==> src/rtl/ivml_pkg.sv <==
/*
  Package of the interrupt vector and mask logic: register offsets, field
  positions, reset values, vector addresses, source numbers and carrier types.
  Assumes a 20-bit CPU address space and a byte-wide vector fetch port.
*/
// Functional notes
// - Fixed vectors live between FFFDC and FFFFF and are fetched from their slot.
// - Each vector is four bytes, the handler address, read low byte first.
// - Illegal opcode at FFFDC, overflow trap (overflow set) at FFFE0, break at FFFE4.
// - Address match FFFE8, step FFFEC, watchdog FFFF0, debugger FFFF4, reset FFFFC.
// - A break vector of all ones redirects to variable table entry zero.
// - The variable table is 256 bytes starting at the writable vector base register.
// - Entry n sits at base plus 4n to 4n+3, numbers 0 to 63.
// - Key input uses 13, converter 14, serial transmit and receive 17 to 20.
// - Timer A0 21, timers X 22 to 24, B0 26, B1 27.
// - External requests 0 and 1 use numbers 29 and 30.
// - Software numbers 0 and 32 to 63 ignore the global mask flag.
// - Maskable requests need flag, level and threshold; others bypass all three.
// - Each source has request bit and level; flag and threshold sit in flag word.
// - Mask flag one enables, zero disables all maskable requests; zero after reset.
// - A source request sets its request bit regardless of mask and level.
// - Accepting a request clears its request bit.
// - Accept only with flag set, request set and level above threshold.
// - Level is three bits; zero disables, seven is highest.
// - On acceptance the threshold takes the accepted level.
package ivml_pkg;

  // ------------------------------------------------------------------
  // Register map (byte addresses)
  // ------------------------------------------------------------------
  localparam logic [7:0] OFS_FLAG_WORD = 8'h00;
  localparam logic [7:0] OFS_VEC_BASE = 8'h04;
  localparam logic [7:0] OFS_STATUS = 8'h08;
  localparam logic [7:0] OFS_LAST_VEC = 8'h0C;
  localparam logic [7:0] OFS_CTRL_BASE = 8'h40;
  localparam logic [7:0] OFS_CTRL_LAST = 8'h74;

  localparam int FLD_IFLAG = 0;
  localparam int FLD_IPL_LSB = 4;
  localparam int FLD_REQ = 3;
  localparam int FLD_BUSY = 16;

  localparam logic RST_IFLAG = 1'h0;
  localparam logic [2:0] RST_IPL = 3'h0;
  localparam logic [19:0] RST_VEC_BASE = 20'h00000;

  // ------------------------------------------------------------------
  // Vector addresses and table shape
  // ------------------------------------------------------------------
  localparam logic [19:0] VEC_ILLEGAL = 20'hFFFDC;
  localparam logic [19:0] VEC_OVERFLOW = 20'hFFFE0;
  localparam logic [19:0] VEC_BREAK = 20'hFFFE4;
  localparam logic [19:0] VEC_ADDR_MATCH = 20'hFFFE8;
  localparam logic [19:0] VEC_SINGLE_STEP = 20'hFFFEC;
  localparam logic [19:0] VEC_WATCHDOG = 20'hFFFF0;
  localparam logic [19:0] VEC_DEBUG = 20'hFFFF4;
  localparam logic [19:0] VEC_RESET = 20'hFFFFC;
  localparam logic [19:0] VEC_FIXED_LOW = 20'hFFFDC;
  localparam logic [8:0] VAR_TABLE_BYTES = 9'h100;
  localparam logic [1:0] VEC_LAST_BYTE = 2'h3;
  localparam logic [31:0] VEC_ERASED = 32'hFFFFFFFF;

  // ------------------------------------------------------------------
  // Maskable sources and their software interrupt numbers
  // ------------------------------------------------------------------
  localparam int NUM_SRC = 14;
  localparam logic [5:0] SRC_NUM [0:13] = '{
    6'h0D, 6'h0E, 6'h11, 6'h12, 6'h13, 6'h14, 6'h15,
    6'h16, 6'h17, 6'h18, 6'h1A, 6'h1B, 6'h1D, 6'h1E};

  // ------------------------------------------------------------------
  // Carrier types
  // ------------------------------------------------------------------
  typedef enum logic [3:0] {
    TK_ILLEGAL = 4'h0, TK_OVERFLOW = 4'h1, TK_BREAK = 4'h2, TK_ADDR_MATCH = 4'h3,
    TK_SINGLE_STEP = 4'h4, TK_WATCHDOG = 4'h5, TK_DEBUG = 4'h6, TK_RESET = 4'h7,
    TK_SOFT = 4'h8
  } ivml_trap_e;

  typedef struct packed {
    logic valid;
    ivml_trap_e kind;
    logic ovf_flag;
    logic [5:0] num;
  } ivml_trap_s;

  typedef struct packed {
    logic [19:0] addr;
    logic [5:0] num;
    logic [2:0] level;
    logic maskable;
  } ivml_vec_s;

  typedef enum logic [1:0] {
    ST_IDLE = 2'b00, ST_REQ = 2'b01, ST_CAP = 2'b10, ST_DONE = 2'b11
  } ivml_state_e;

endpackage

==> src/rtl/ivml_core.sv <==
/*
  Interrupt vector selection and maskable interrupt gating with an Avalon-MM
  register slave. Assumes same-clock one-cycle source pulses, a CPU core that
  flags instruction boundaries, and a vector memory answering in the cycle its read strobe stands.
*/
// Added by the designer: the Avalon-MM slave port and the register addresses.
module ivml_core (
  input wire logic mclk_i, // Clock, 200 MHz.
  input wire logic rst_n_i, // Asynchronous reset, active low.
  input wire logic [7:0] avs_address_i, // Register byte address.
  input wire logic avs_read_i, // Register read request.
  input wire logic avs_write_i, // Register write request.
  input wire logic [31:0] avs_writedata_i, // Register write data.
  input wire logic [3:0] avs_byteenable_i, // Write byte lanes.
  output logic [31:0] avs_readdata_o, // Register read data.
  output logic avs_waitrequest_o, // Slave stall.
  input wire logic [13:0] src_req_i, // Peripheral request pulses.
  input wire ivml_pkg::ivml_trap_s trap_i, // Non-maskable event from core.
  output logic trap_ready_o, // Trap slot free.
  input wire logic cpu_boundary_i, // Core may take a maskable request.
  output logic mem_rd_o, // Vector byte read strobe.
  output logic [19:0] mem_addr_o, // Vector byte address.
  input wire logic [7:0] mem_rdata_i, // Vector byte, sampled at the edge that ends the strobe.
  output logic vec_valid_o, // Handler address ready pulse.
  output ivml_pkg::ivml_vec_s vec_o // Handler address and cause.
);
  import ivml_pkg::*;

  // ------------------------------------------------------------------
  // Helper functions
  // ------------------------------------------------------------------
  // Fixed vector slot of a trap kind.
  function automatic logic [19:0] fixed_vec(input ivml_trap_e k);
    logic [19:0] a;
    a = VEC_RESET;
    case (k)
      TK_ILLEGAL: a = VEC_ILLEGAL;
      TK_OVERFLOW: a = VEC_OVERFLOW;
      TK_BREAK: a = VEC_BREAK;
      TK_ADDR_MATCH: a = VEC_ADDR_MATCH;
      TK_SINGLE_STEP: a = VEC_SINGLE_STEP;
      TK_WATCHDOG: a = VEC_WATCHDOG;
      TK_DEBUG: a = VEC_DEBUG;
      default: a = VEC_RESET;
    endcase
    return a;
  endfunction

  // Variable table entry address for a software interrupt number.
  function automatic logic [19:0] var_vec(input logic [19:0] base, input logic [5:0] n);
    return base + {12'h000, n, 2'b00};
  endfunction

  // Byte-lane merge of a write into a stored word.
  function automatic logic [31:0] be_merge(input logic [31:0] old, input logic [31:0] d,
                                           input logic [3:0] be);
    logic [31:0] r;
    r = old;
    for (int i = 0; i < 4; i++) begin
      if (be[i]) begin
        r[8*i +: 8] = d[8*i +: 8];
      end
    end
    return r;
  endfunction

  // ------------------------------------------------------------------
  // State
  // ------------------------------------------------------------------
  ivml_state_e st;
  logic iflag;
  logic [2:0] cpu_priority_threshold;
  logic [19:0] vec_base;
  logic [NUM_SRC-1:0] req;
  logic [NUM_SRC-1:0][2:0] lvl;
  logic trap_pend;
  ivml_trap_e trap_kind;
  logic [5:0] trap_num;
  logic [19:0] fetch_addr;
  logic [1:0] byte_cnt;
  logic [31:0] vec_word;
  logic cur_var;
  logic cur_maskable;
  ivml_trap_e cur_kind;
  logic [5:0] cur_num;
  logic [2:0] cur_lvl;
  logic [19:0] last_vec;

  // ------------------------------------------------------------------
  // Register bus decode
  // ------------------------------------------------------------------
  logic acc;
  logic wr_commit;
  logic ctrl_hit;
  logic [3:0] ctrl_idx;
  logic [7:0] ctrl_ofs;
  logic [31:0] next_rdata;

  // A request is committed on the edge where waitrequest stands low.
  assign acc = avs_read_i | avs_write_i;
  assign wr_commit = avs_write_i & ~avs_waitrequest_o;
  assign ctrl_ofs = avs_address_i - OFS_CTRL_BASE;
  assign ctrl_idx = ctrl_ofs[5:2];
  assign ctrl_hit = (avs_address_i >= OFS_CTRL_BASE) && (avs_address_i <= OFS_CTRL_LAST) &&
                    (avs_address_i[1:0] == 2'h0);

  // Read multiplexer; unmapped addresses read as zero.
  always_comb begin
    next_rdata = 32'h00000000;
    if (avs_address_i == OFS_FLAG_WORD) begin
      next_rdata[FLD_IFLAG] = iflag;
      next_rdata[FLD_IPL_LSB +: 3] = cpu_priority_threshold;
    end else if (avs_address_i == OFS_VEC_BASE) begin
      next_rdata[19:0] = vec_base;
    end else if (avs_address_i == OFS_STATUS) begin
      next_rdata[NUM_SRC-1:0] = req;
      next_rdata[FLD_BUSY] = (st != ST_IDLE);
    end else if (avs_address_i == OFS_LAST_VEC) begin
      next_rdata[19:0] = last_vec;
    end else if (ctrl_hit) begin
      next_rdata[2:0] = lvl[ctrl_idx];
      next_rdata[FLD_REQ] = req[ctrl_idx];
    end
  end

  // One wait cycle per access, then the answer stands for one edge.
  always_ff @(posedge mclk_i or negedge rst_n_i) begin
    if (!rst_n_i) begin
      avs_waitrequest_o <= 1'b1;
      avs_readdata_o <= 32'h00000000;
    end else begin
      avs_waitrequest_o <= ~(acc & avs_waitrequest_o);
      if (acc && avs_waitrequest_o) begin
        avs_readdata_o <= next_rdata;
      end
    end
  end

  // ------------------------------------------------------------------
  // Arbitration of maskable requests
  // ------------------------------------------------------------------
  logic cand_ok;
  logic [3:0] cand_idx;
  logic [2:0] cand_lvl;

  // Strict compare keeps the lower index on equal levels.
  always_comb begin
    cand_ok = 1'b0;
    cand_idx = 4'h0;
    cand_lvl = 3'h0;
    for (int k = 0; k < NUM_SRC; k++) begin
      if (req[k] && (lvl[k] > cpu_priority_threshold) && (!cand_ok || lvl[k] > cand_lvl)) begin
        cand_ok = 1'b1;
        cand_idx = 4'(k);
        cand_lvl = lvl[k];
      end
    end
    cand_ok = cand_ok & iflag;
  end

  logic start_trap;
  logic start_mask;
  logic take_trap;
  logic brk_redirect;

  assign start_trap = (st == ST_IDLE) && trap_pend;
  assign start_mask = (st == ST_IDLE) && !trap_pend && cpu_boundary_i && cand_ok;
  // Overflow trap only counts when the core reports overflow set.
  assign take_trap = trap_i.valid && trap_ready_o &&
                     !(trap_i.kind == TK_OVERFLOW && !trap_i.ovf_flag);
  assign brk_redirect = (cur_kind == TK_BREAK) && !cur_var && (vec_word == VEC_ERASED);

  // ------------------------------------------------------------------
  // Flag word and vector base
  // ------------------------------------------------------------------
  // Software owns the mask flag; acceptance loads the threshold.
  always_ff @(posedge mclk_i or negedge rst_n_i) begin
    if (!rst_n_i) begin
      iflag <= RST_IFLAG;
      cpu_priority_threshold <= RST_IPL;
    end else begin
      if (wr_commit && avs_address_i == OFS_FLAG_WORD && avs_byteenable_i[0]) begin
        iflag <= avs_writedata_i[FLD_IFLAG];
        cpu_priority_threshold <= avs_writedata_i[FLD_IPL_LSB +: 3];
      end
      if (start_mask) begin
        cpu_priority_threshold <= cand_lvl;
      end
    end
  end

  // Base of the relocatable table.
  always_ff @(posedge mclk_i or negedge rst_n_i) begin
    if (!rst_n_i) begin
      vec_base <= RST_VEC_BASE;
    end else if (wr_commit && avs_address_i == OFS_VEC_BASE) begin
      vec_base <= 20'(be_merge({12'h000, vec_base}, avs_writedata_i, avs_byteenable_i));
    end
  end

  // ------------------------------------------------------------------
  // Per-source control registers
  // ------------------------------------------------------------------
  generate
    for (genvar k = 0; k < NUM_SRC; k++) begin : g_src
      logic sw_wr;
      assign sw_wr = wr_commit && ctrl_hit && (ctrl_idx == 4'(k)) && avs_byteenable_i[0];

      // Hardware set wins over any clear in the same cycle.
      always_ff @(posedge mclk_i or negedge rst_n_i) begin
        if (!rst_n_i) begin
          req[k] <= 1'b0;
        end else if (src_req_i[k]) begin
          req[k] <= 1'b1;
        end else if (start_mask && cand_idx == 4'(k)) begin
          req[k] <= 1'b0;
        end else if (sw_wr && !avs_writedata_i[FLD_REQ]) begin
          req[k] <= 1'b0;
        end
      end

      // Level field, zero disables the source.
      always_ff @(posedge mclk_i or negedge rst_n_i) begin
        if (!rst_n_i) begin
          lvl[k] <= 3'h0;
        end else if (sw_wr) begin
          lvl[k] <= avs_writedata_i[2:0];
        end
      end
    end
  endgenerate

  // ------------------------------------------------------------------
  // Non-maskable event slot
  // ------------------------------------------------------------------
  logic next_trap_pend;

  assign next_trap_pend = take_trap | (trap_pend & ~start_trap);

  // The slot starts full with a reset event so the reset vector is fetched first.
  always_ff @(posedge mclk_i or negedge rst_n_i) begin
    if (!rst_n_i) begin
      trap_pend <= 1'b1;
      trap_kind <= TK_RESET;
      trap_num <= 6'h00;
      trap_ready_o <= 1'b0;
    end else begin
      trap_pend <= next_trap_pend;
      trap_ready_o <= ~next_trap_pend;
      if (take_trap) begin
        trap_kind <= trap_i.kind;
        trap_num <= trap_i.num;
      end
    end
  end

  // ------------------------------------------------------------------
  // Vector fetch sequencer
  // ------------------------------------------------------------------
  // Picks the slot, reads four bytes low first, then reports the handler.
  always_ff @(posedge mclk_i or negedge rst_n_i) begin
    if (!rst_n_i) begin
      st <= ST_IDLE;
      fetch_addr <= 20'h00000;
      byte_cnt <= 2'h0;
      vec_word <= 32'h00000000;
      cur_var <= 1'b0;
      cur_maskable <= 1'b0;
      cur_kind <= TK_RESET;
      cur_num <= 6'h00;
      cur_lvl <= 3'h0;
    end else begin
      case (st)
        ST_IDLE: begin
          byte_cnt <= 2'h0;
          if (start_trap) begin
            st <= ST_REQ;
            cur_kind <= trap_kind;
            cur_num <= trap_num;
            cur_lvl <= 3'h0;
            cur_maskable <= 1'b0;
            cur_var <= (trap_kind == TK_SOFT);
            fetch_addr <= (trap_kind == TK_SOFT) ? var_vec(vec_base, trap_num)
                                                 : fixed_vec(trap_kind);
          end else if (start_mask) begin
            st <= ST_REQ;
            cur_kind <= TK_SOFT;
            cur_num <= SRC_NUM[cand_idx];
            cur_lvl <= cand_lvl;
            cur_maskable <= 1'b1;
            cur_var <= 1'b1;
            fetch_addr <= var_vec(vec_base, SRC_NUM[cand_idx]);
          end
        end
        ST_REQ: begin
          st <= ST_CAP;
        end
        ST_CAP: begin
          vec_word[8*byte_cnt +: 8] <= mem_rdata_i;
          byte_cnt <= byte_cnt + 2'h1;
          st <= (byte_cnt == VEC_LAST_BYTE) ? ST_DONE : ST_REQ;
        end
        ST_DONE: begin
          if (brk_redirect) begin
            st <= ST_REQ;
            cur_var <= 1'b1;
            cur_num <= 6'h00;
            fetch_addr <= var_vec(vec_base, 6'h00);
          end else begin
            st <= ST_IDLE;
          end
        end
        default: st <= ST_IDLE;
      endcase
    end
  end

  // Byte reads go out one per request state.
  always_ff @(posedge mclk_i or negedge rst_n_i) begin
    if (!rst_n_i) begin
      mem_rd_o <= 1'b0;
      mem_addr_o <= 20'h00000;
    end else begin
      mem_rd_o <= (st == ST_REQ);
      if (st == ST_REQ) begin
        mem_addr_o <= fetch_addr + {18'h00000, byte_cnt};
      end
    end
  end

  // Handler address is presented for one cycle after the last byte.
  always_ff @(posedge mclk_i or negedge rst_n_i) begin
    if (!rst_n_i) begin
      vec_valid_o <= 1'b0;
      vec_o <= '0;
      last_vec <= 20'h00000;
    end else begin
      vec_valid_o <= (st == ST_DONE) && !brk_redirect;
      if (st == ST_DONE && !brk_redirect) begin
        vec_o <= '{addr: vec_word[19:0], num: cur_num, level: cur_lvl, maskable: cur_maskable};
        last_vec <= vec_word[19:0];
      end
    end
  end

  // ------------------------------------------------------------------
  // Assertions
  // ------------------------------------------------------------------
  a_mask_needs_flag: assert property (@(posedge mclk_i) disable iff (!rst_n_i)
    start_mask |-> iflag && req[cand_idx] && (lvl[cand_idx] > cpu_priority_threshold))
    else $error("maskable request accepted without flag, request or level");

  a_threshold_load: assert property (@(posedge mclk_i) disable iff (!rst_n_i)
    start_mask |=> (cpu_priority_threshold == $past(cand_lvl)))
    else $error("threshold not loaded with accepted level");

  a_request_cleared: assert property (@(posedge mclk_i) disable iff (!rst_n_i)
    start_mask |=> (req[$past(cand_idx)] == $past(src_req_i[cand_idx])))
    else $error("accepted request bit not cleared");

  a_request_set: assert property (@(posedge mclk_i) disable iff (!rst_n_i)
    (src_req_i != 14'h0000) |=> ((req & $past(src_req_i)) == $past(src_req_i)))
    else $error("source pulse did not set its request bit");

  a_sw_never_sets: assert property (@(posedge mclk_i) disable iff (!rst_n_i)
    (src_req_i == 14'h0000) |=> ((req & ~$past(req)) == 14'h0000))
    else $error("request bit rose without a source pulse");

  a_fixed_region: assert property (@(posedge mclk_i) disable iff (!rst_n_i)
    (mem_rd_o && !cur_var) |-> (mem_addr_o >= VEC_FIXED_LOW))
    else $error("fixed vector read outside the fixed area");

  a_table_window: assert property (@(posedge mclk_i) disable iff (!rst_n_i)
    (mem_rd_o && cur_var) |-> ((mem_addr_o - vec_base) < {11'h000, VAR_TABLE_BYTES}))
    else $error("variable vector read outside the table");

  a_fetch_bounded: assert property (@(posedge mclk_i) disable iff (!rst_n_i)
    (st == ST_IDLE && (start_trap || start_mask)) |-> ##[9:19] vec_valid_o)
    else $error("vector not delivered in time");

  a_flag_gates_all: assert property (@(posedge mclk_i) disable iff (!rst_n_i)
    !iflag |-> !start_mask)
    else $error("maskable request taken with mask flag clear");

  a_break_redirect: assert property (@(posedge mclk_i) disable iff (!rst_n_i)
    (st == ST_DONE && brk_redirect) |=> (st == ST_REQ) && (fetch_addr == vec_base))
    else $error("erased break vector not redirected to entry zero");

endmodule // ivml_core

==> config.mk <==
export PLATFORM = sky130hd
export DESIGN_NAME = ivml_core
export DESIGN_NICKNAME = d
export VERILOG_FILES = /design/src/rtl/ivml_pkg.sv /design/src/rtl/ivml_core.sv
export SDC_FILE = /design/constraint.sdc
export NUM_CORES = 1
export LEC_CHECK = 0
export BUFFER_PORTS_ARGS = -buffer_cell sky130_fd_sc_hd__buf_2
export CAP_MARGIN = 20
export CORE_UTILIZATION = 40
export CTS_CLUSTER_SIZE = 28
export DETAILED_ROUTE_END_ITERATION = 10
export GPL_TIMING_DRIVEN = 0
export HOLD_SLACK_MARGIN = 0.02
export SLEW_MARGIN = 25
export SYNTH_ARGS = -nofsm -noshare
export SYNTH_HDL_FRONTEND = slang
export SYNTH_SLANG_ARGS = --single-unit
==> constraint.sdc <==
create_clock -name mclk_i -period 31.3 [get_ports mclk_i]
set_input_delay 1.565 -clock mclk_i [delete_from_list [all_inputs] [get_ports mclk_i]]
set_output_delay 1.565 -clock mclk_i [all_outputs]
set_load 0.02 [all_outputs]
# Word-level counts from Yosys, hierarchy flattened
# Memory sizes are Yosys's and may differ from the RTL's.
# Index checks and enable logic that the tools add are counted.
# totals
regBits	236
rom_bits	96
output_inout_bits	86
wordCells	442
memories	1
# memory_table
name	words	width	read_ports	rd_clocked_by_memory_dff	write_ports	line	text
(no name shown)	16	6	1	0	0	ivml_core.sv:292	fetch_addr <= var_vec(vec_base, SRC_NUM[cand_idx]);
# op_classes
addsub	6
order_cmp	31
n_eq_ne	45
shifts	2
n_mux	129
bitwise_logic	11
n_reduce_logical	162
# ops
cell	n
1-bit logical AND	100
20-bit 2-to-1 mux	5
3-bit greater-than comparator	27
3-bit 2-to-1 mux	22
1-bit 2-to-1 mux	65
4-bit 2-to-1 mux	15
4-bit equality test (second input constant)	13
4-bit by 3-bit equality test with 1-bit output (second input constant)	11
6-bit one-hot mux with 7 select lines	1
3-bit nonzero test	14
20-bit by 8-bit adder with 20-bit output	2
20-bit one-hot mux with 2 select lines	1
5-bit negation with 34-bit output	1
8-bit by 34-bit variable shift with 32-bit output (first input constant)	1
8-bit by 34-bit indexed part select with 32-bit output	1
32-bit bitwise mux	1
32-bit equality test (second input constant)	1
6-bit 2-to-1 mux	5
4-bit by 2-bit equality test with 1-bit output (second input constant)	7
20-bit by 2-bit adder with 20-bit output	1
1-bit zero test	19
4-bit by 1-bit equality test with 1-bit output (second input constant)	4
8-bit by 4-bit equality test with 1-bit output (second input constant)	2
16-bit 2-to-1 mux	1
31 further kinds	66

# Depth between registers and ports, before layout
# depth
ltp_word	63
depth_mapped	126

# Least setup slack after synthesis
# No wires, ideal clock.
# synth_path
path_kind	register -> register
startpoint	register cpu_priority_threshold[2]
endpoint	register fetch_addr[14]
arrival_time_ps	19931
t_required_ps	31217
path_slack_ps	11286
path_stages_with_launch	119
n_path_buf	1
period_less_slack_ps	20014
cell_sequence	dfrtp_1 -> inv_1 -> ha_1 -> nand3_1 -> o211a_2 -> nand3_1 -> ha_1 -> nor2b_1 -> o21a_1 -> o21ai_0 -> a21oi_1 -> a21oi_1 -> ha_1 -> nor2b_1 -> o21a_1 -> o21ai_1 -> a21boi_2 -> nor3_1 -> [83 not listed] -> a31oi_1 -> ha_1 -> mux2i_1 -> ha_1 -> inv_1 -> fa_1 -> nor2b_1 -> o21ai_0 -> nand2b_1 -> and2_1 -> o21ai_0 -> nand2_1 -> a21boi_0 -> nor2b_1 -> nand2_1 -> a21oi_1 -> o22ai_1 -> o21ai_0
# synth_between
elab_chain_len	63
elab_cells_between_ends	132
cone_classes	add/sub: 1; order compare: 27; eq/ne: 1; mux: 45; bitwise: 2; reduce/logical: 55; memory: 1
# synth_lines
element	line	text
start: declaration	ivml_core.sv:72	logic [2:0] cpu_priority_threshold;
start signal: assignment	ivml_core.sv:184	cpu_priority_threshold <= avs_writedata_i[FLD_IPL_LSB +: 3];
start signal: assignment	ivml_core.sv:187	cpu_priority_threshold <= cand_lvl;
3-bit greater-than comparator	ivml_core.sv:152	if (req[k] && (lvl[k] > cpu_priority_threshold) && (!cand_ok || lvl[k] > cand_lvl)) begin
1-bit logical AND	ivml_core.sv:152	
3-bit 2-to-1 mux / 1-bit 2-to-1 mux (equally long branches)	ivml_core.sv:152	
3-bit greater-than comparator / 1-bit zero test (equally long branches)	ivml_core.sv:152	
1-bit logical OR	ivml_core.sv:152	
1-bit logical AND	ivml_core.sv:152	
3-bit 2-to-1 mux / 1-bit 2-to-1 mux (equally long branches)	ivml_core.sv:152	
3-bit greater-than comparator / 1-bit zero test (equally long branches)	ivml_core.sv:152	
[46 not listed]	-	
4-bit 2-to-1 mux	ivml_core.sv:152	
4-bit NOT with 5-bit output (implied by the code)	ivml_core.sv:292	
memory 16 x 6 bit	-	
6-bit 2-to-1 mux (implied by the code) (2 in series)	ivml_core.sv:292	
20-bit by 8-bit adder with 20-bit output	ivml_core.sv:51	return base + {12'h000, n, 2'b00};
20-bit 2-to-1 mux	ivml_core.sv:285	end else if (start_mask) begin
20-bit 2-to-1 mux	ivml_core.sv:276	if (start_trap) begin
20-bit one-hot mux with 2 select lines	ivml_core.sv:273	case (st)
end signal: assignment	ivml_core.sv:283	fetch_addr <= (trap_kind == TK_SOFT) ? var_vec(vec_base, trap_num)
end signal: assignment	ivml_core.sv:292	
end signal: assignment	ivml_core.sv:308	fetch_addr <= var_vec(vec_base, 6'h00);
end: declaration	ivml_core.sv:79	logic [19:0] fetch_addr;
# Several ways; a longest one is shown, not always the timed one. The select of a mux whose other input is x is not followed.
# A chain may end at the register's enable or synchronous reset.

# Final worst setup path
# Ends and elaborated chain as after synthesis.

==> reports/qor.json <==
{
  "status": "finished with violations",
  "failed_checks": "design-rule violations",
  "drt-wirelength-per-cell_um": 21.3,
  "share_of_layout_cells_above_drive_strength_1": 0.214,
  "detail_route.wirelength_um": 46100,
  "synth.yosys.warnings": 0,
  "clk_transition_reported_paths_ns": 0.06,
  "critical-path-top-cell-by-count": "sky130_fd_sc_hd__a21oi_1",
  "multi_input_comb_area_um2": 8180,
  "gr-usage-all-layers": 0.252,
  "ant_nets": 0,
  "grt_overflow_total": 0,
  "worstMarginPinSlew_ns": 0.999,
  "place_congestion": 0.979,
  "io_pins": 169,
  "drc_errors": 16,
  "cts_buffers": 28,
  "floorplan.initialDensity": 0.408,
  "insertion_delay_ns": 0.59,
  "place.detailed.instances": 2110,
  "post-route-period-util": 0.782,
  "cts_post_setup_buffers_inserted": 0,
  "postSynth.asyncResetShare": 1.00,
  "sequential_cell_area_um2": 5920,
  "timing_worst_setup_path_type": "reg2reg",
  "dr.pass1.iters": 8,
  "port_buffer_cells": 141,
  "finalHoldViolCount": 0,
  "leading_register_cell_type_out_of_synthesis": "sky130_fd_sc_hd__dfrtp_1",
  "initial_antenna_violation_count": 1,
  "routed-via-count": 12500,
  "cts_buffer_depth": 3,
  "worstSetupStartpointType": "flip-flop",
  "place_hpwl_um": 35600,
  "yosysMostFrequentCell": "sky130_fd_sc_hd__dfrtp_1",
  "syn_to_final_growth_pct": 16.5,
  "cts_hold_buf": 0,
  "pin_count_of_the_biggest_net_entering_global_routing": 72,
  "number_of_synthesized_flops_with_an_enable_pin": 0,
  "die_w_um": 193,
  "fp.coreArea_um2": 35700,
  "synth-seq-cells": 236,
  "first_pass_grt_wire_length_um": 71200,
  "timing.critical_path.slowest_stage_cell": "sky130_fd_sc_hd__inv_1",
  "grt_setup_unrepaired": "no",
  "synth.top_cells.by_count": "sky130_fd_sc_hd__dfrtp_1 (228), sky130_fd_sc_hd__nand2_1 (170), sky130_fd_sc_hd__o21ai_0 (124), sky130_fd_sc_hd__ha_1 (96), sky130_fd_sc_hd__mux2_2 (96)",
  "worst_hold_path_type": "reg2reg",
  "detailed_route_iter0_violations": 830,
  "setup_viol_count_final": 0,
  "synth_cell_type_count": 92,
  "nNetsFinal": 1861,
  "slew_headroom": 0.334,
  "routed_via_density": 5.80,
  "hold_slack_ns": 0.474,
  "floorplan.rows": 69,
  "timing.critical_path.arrival_ns": 24.97,
  "first_global_vias": 12200,
  "max_cap_viol_count": 0,
  "finalSetupTns_ns": 0,
  "syn-cell-area_um2": 14600,
  "synth.avg_cell_area_um2": 9.76,
  "die_height_um": 193,
  "slew_viol_final": 0,
  "die_area_um2": 37200,
  "numClockSinks": 236,
  "worst-endpoint-required_ns": 31.80,
  "nFillCells": 3431,
  "crit_path_max_fanout": 14,
  "crit_path_max_incr_delay_ns": 0.62,
  "synthesis.instances": 1494,
  "clock_tree_from_tritoncts": "built",
  "post_synth_main_area_contributors": "sky130_fd_sc_hd__dfrtp_1 (39%), sky130_fd_sc_hd__ha_1 (8.2%), sky130_fd_sc_hd__mux2_2 (7.4%), sky130_fd_sc_hd__nand2_1 (4.4%), sky130_fd_sc_hd__o21ai_0 (4.3%)",
  "ys_seq_area_frac": 0.406,
  "instances_no_fill": 2162,
  "clock-root-buffer": "sky130_fd_sc_hd__clkbuf_16",
  "clock_tree.htree_level_count": 1,
  "end_kind": "flip-flop",
  "fmax_ghz": 0.0409,
  "synth_top_area_frac": 0.391,
  "cts_repair_resize_count": 0,
  "synth_largest_area_cell": "sky130_fd_sc_hd__dfrtp_1",
  "finalCriticalPeriod_ns": 24.47,
  "utilization": 0.475,
  "timing.clock.skew_ns": 0.0220
}
-- layout make-up --
type                    count  area share
diodes                      1    0.000147
plain buffers              62      0.0165
well taps                 461      0.0340
inverters                  70      0.0155
flip-flops and latches    236       0.348
clock inverters            12     0.00832
repair buffers            144      0.0470
multi-input cells        1137       0.482
clock buffers              39      0.0484
-- cells by family after synthesis --
group / count (synthesis) / share of synthesized area
buffers and inverters: 132 / 0.0373
other: 1 / 0.000257
AO/OA/AOI/OAI: 437 / 0.206
XOR/XNOR: 23 / 0.0138
flip-flops: 236 / 0.406
AND/OR/NAND/NOR: 436 / 0.140
adder cells (fa/ha/maj): 100 / 0.0872
multiplexers: 129 / 0.110
-- registers in the layout (all words and copies together) (netlist names), 2 cells and up --
signal,count
vec_word,32
vec_base,20
mem_addr_o,20
avs_readdata_o,20
cur_num,6
cur_kind,4
cur_lvl,3
cpu_priority_threshold,3
trap_kind,4
lvl,42
fetch_addr,20
last_vec,20
req,14
vec_o,10
byte_cnt,2
trap_num,6
st,2
-- per-stage QoR --
step / instance area, um2 / setup slack, ns
after CTS: 17000 / 7.18
after global routing: 17000 / 4.65
after global placement: 15900 / 7.70
after floorplan: 14600 / 11.29
final: 17000 / 6.83
after detailed placement: 16000 / 7.33
-- final timing paths --
check / startpoint / end / slack, ns / depth (start not counted)
max: cpu_priority_threshold[2] / fetch_addr[14] / 6.83 / 122
min: mem_addr_o[6] / mem_addr_o[6] / 0.47 / 2
max reg2reg: cpu_priority_threshold[2] / fetch_addr[14] / 6.83 / 122
min reg2reg: mem_addr_o[6] / mem_addr_o[6] / 0.47 / 2
max in group asynchronous: rst_n_i / trap_kind[2] / 29.37 / 3
min in group asynchronous: rst_n_i / vec_word[14] / 0.89 / 1
-- per-layer routing --
metal  track usage  wire, um  vias up
li1              -         -     5864
met1         0.334     20100     6136
met2         0.420     21900      455
met3        0.0300      2320       94
met4        0.0904      1760        0
met5             0         0        -
-- critical path, delay by kind of cell, from the launching register on --
kind	cells	cell delay (ns)
multiplexers	1	0.44
adder cells (fa/ha/maj)	18	5.21
buffers and inverters	6	1.10
flip-flops	1	0.39
AO/OA/AOI/OAI	64	12.66
AND/OR/NAND/NOR	33	4.56
-- placed cells by master, fill, tap and decap left out, types with 47 or more instances in the layout --
cell and n:
sky130_fd_sc_hd__nand2_1 170, sky130_fd_sc_hd__buf_2 142, sky130_fd_sc_hd__clkbuf_1 47, sky130_fd_sc_hd__mux2_2 96, sky130_fd_sc_hd__a21oi_1 67, sky130_fd_sc_hd__ha_1 96
sky130_fd_sc_hd__inv_1 68, sky130_fd_sc_hd__o21ai_0 124, sky130_fd_sc_hd__nor2_1 90, sky130_fd_sc_hd__dfrtp_1 228
Power is not shown: default switching activity piles up to over one toggle a cycle in this logic, so the estimate is an artifact.
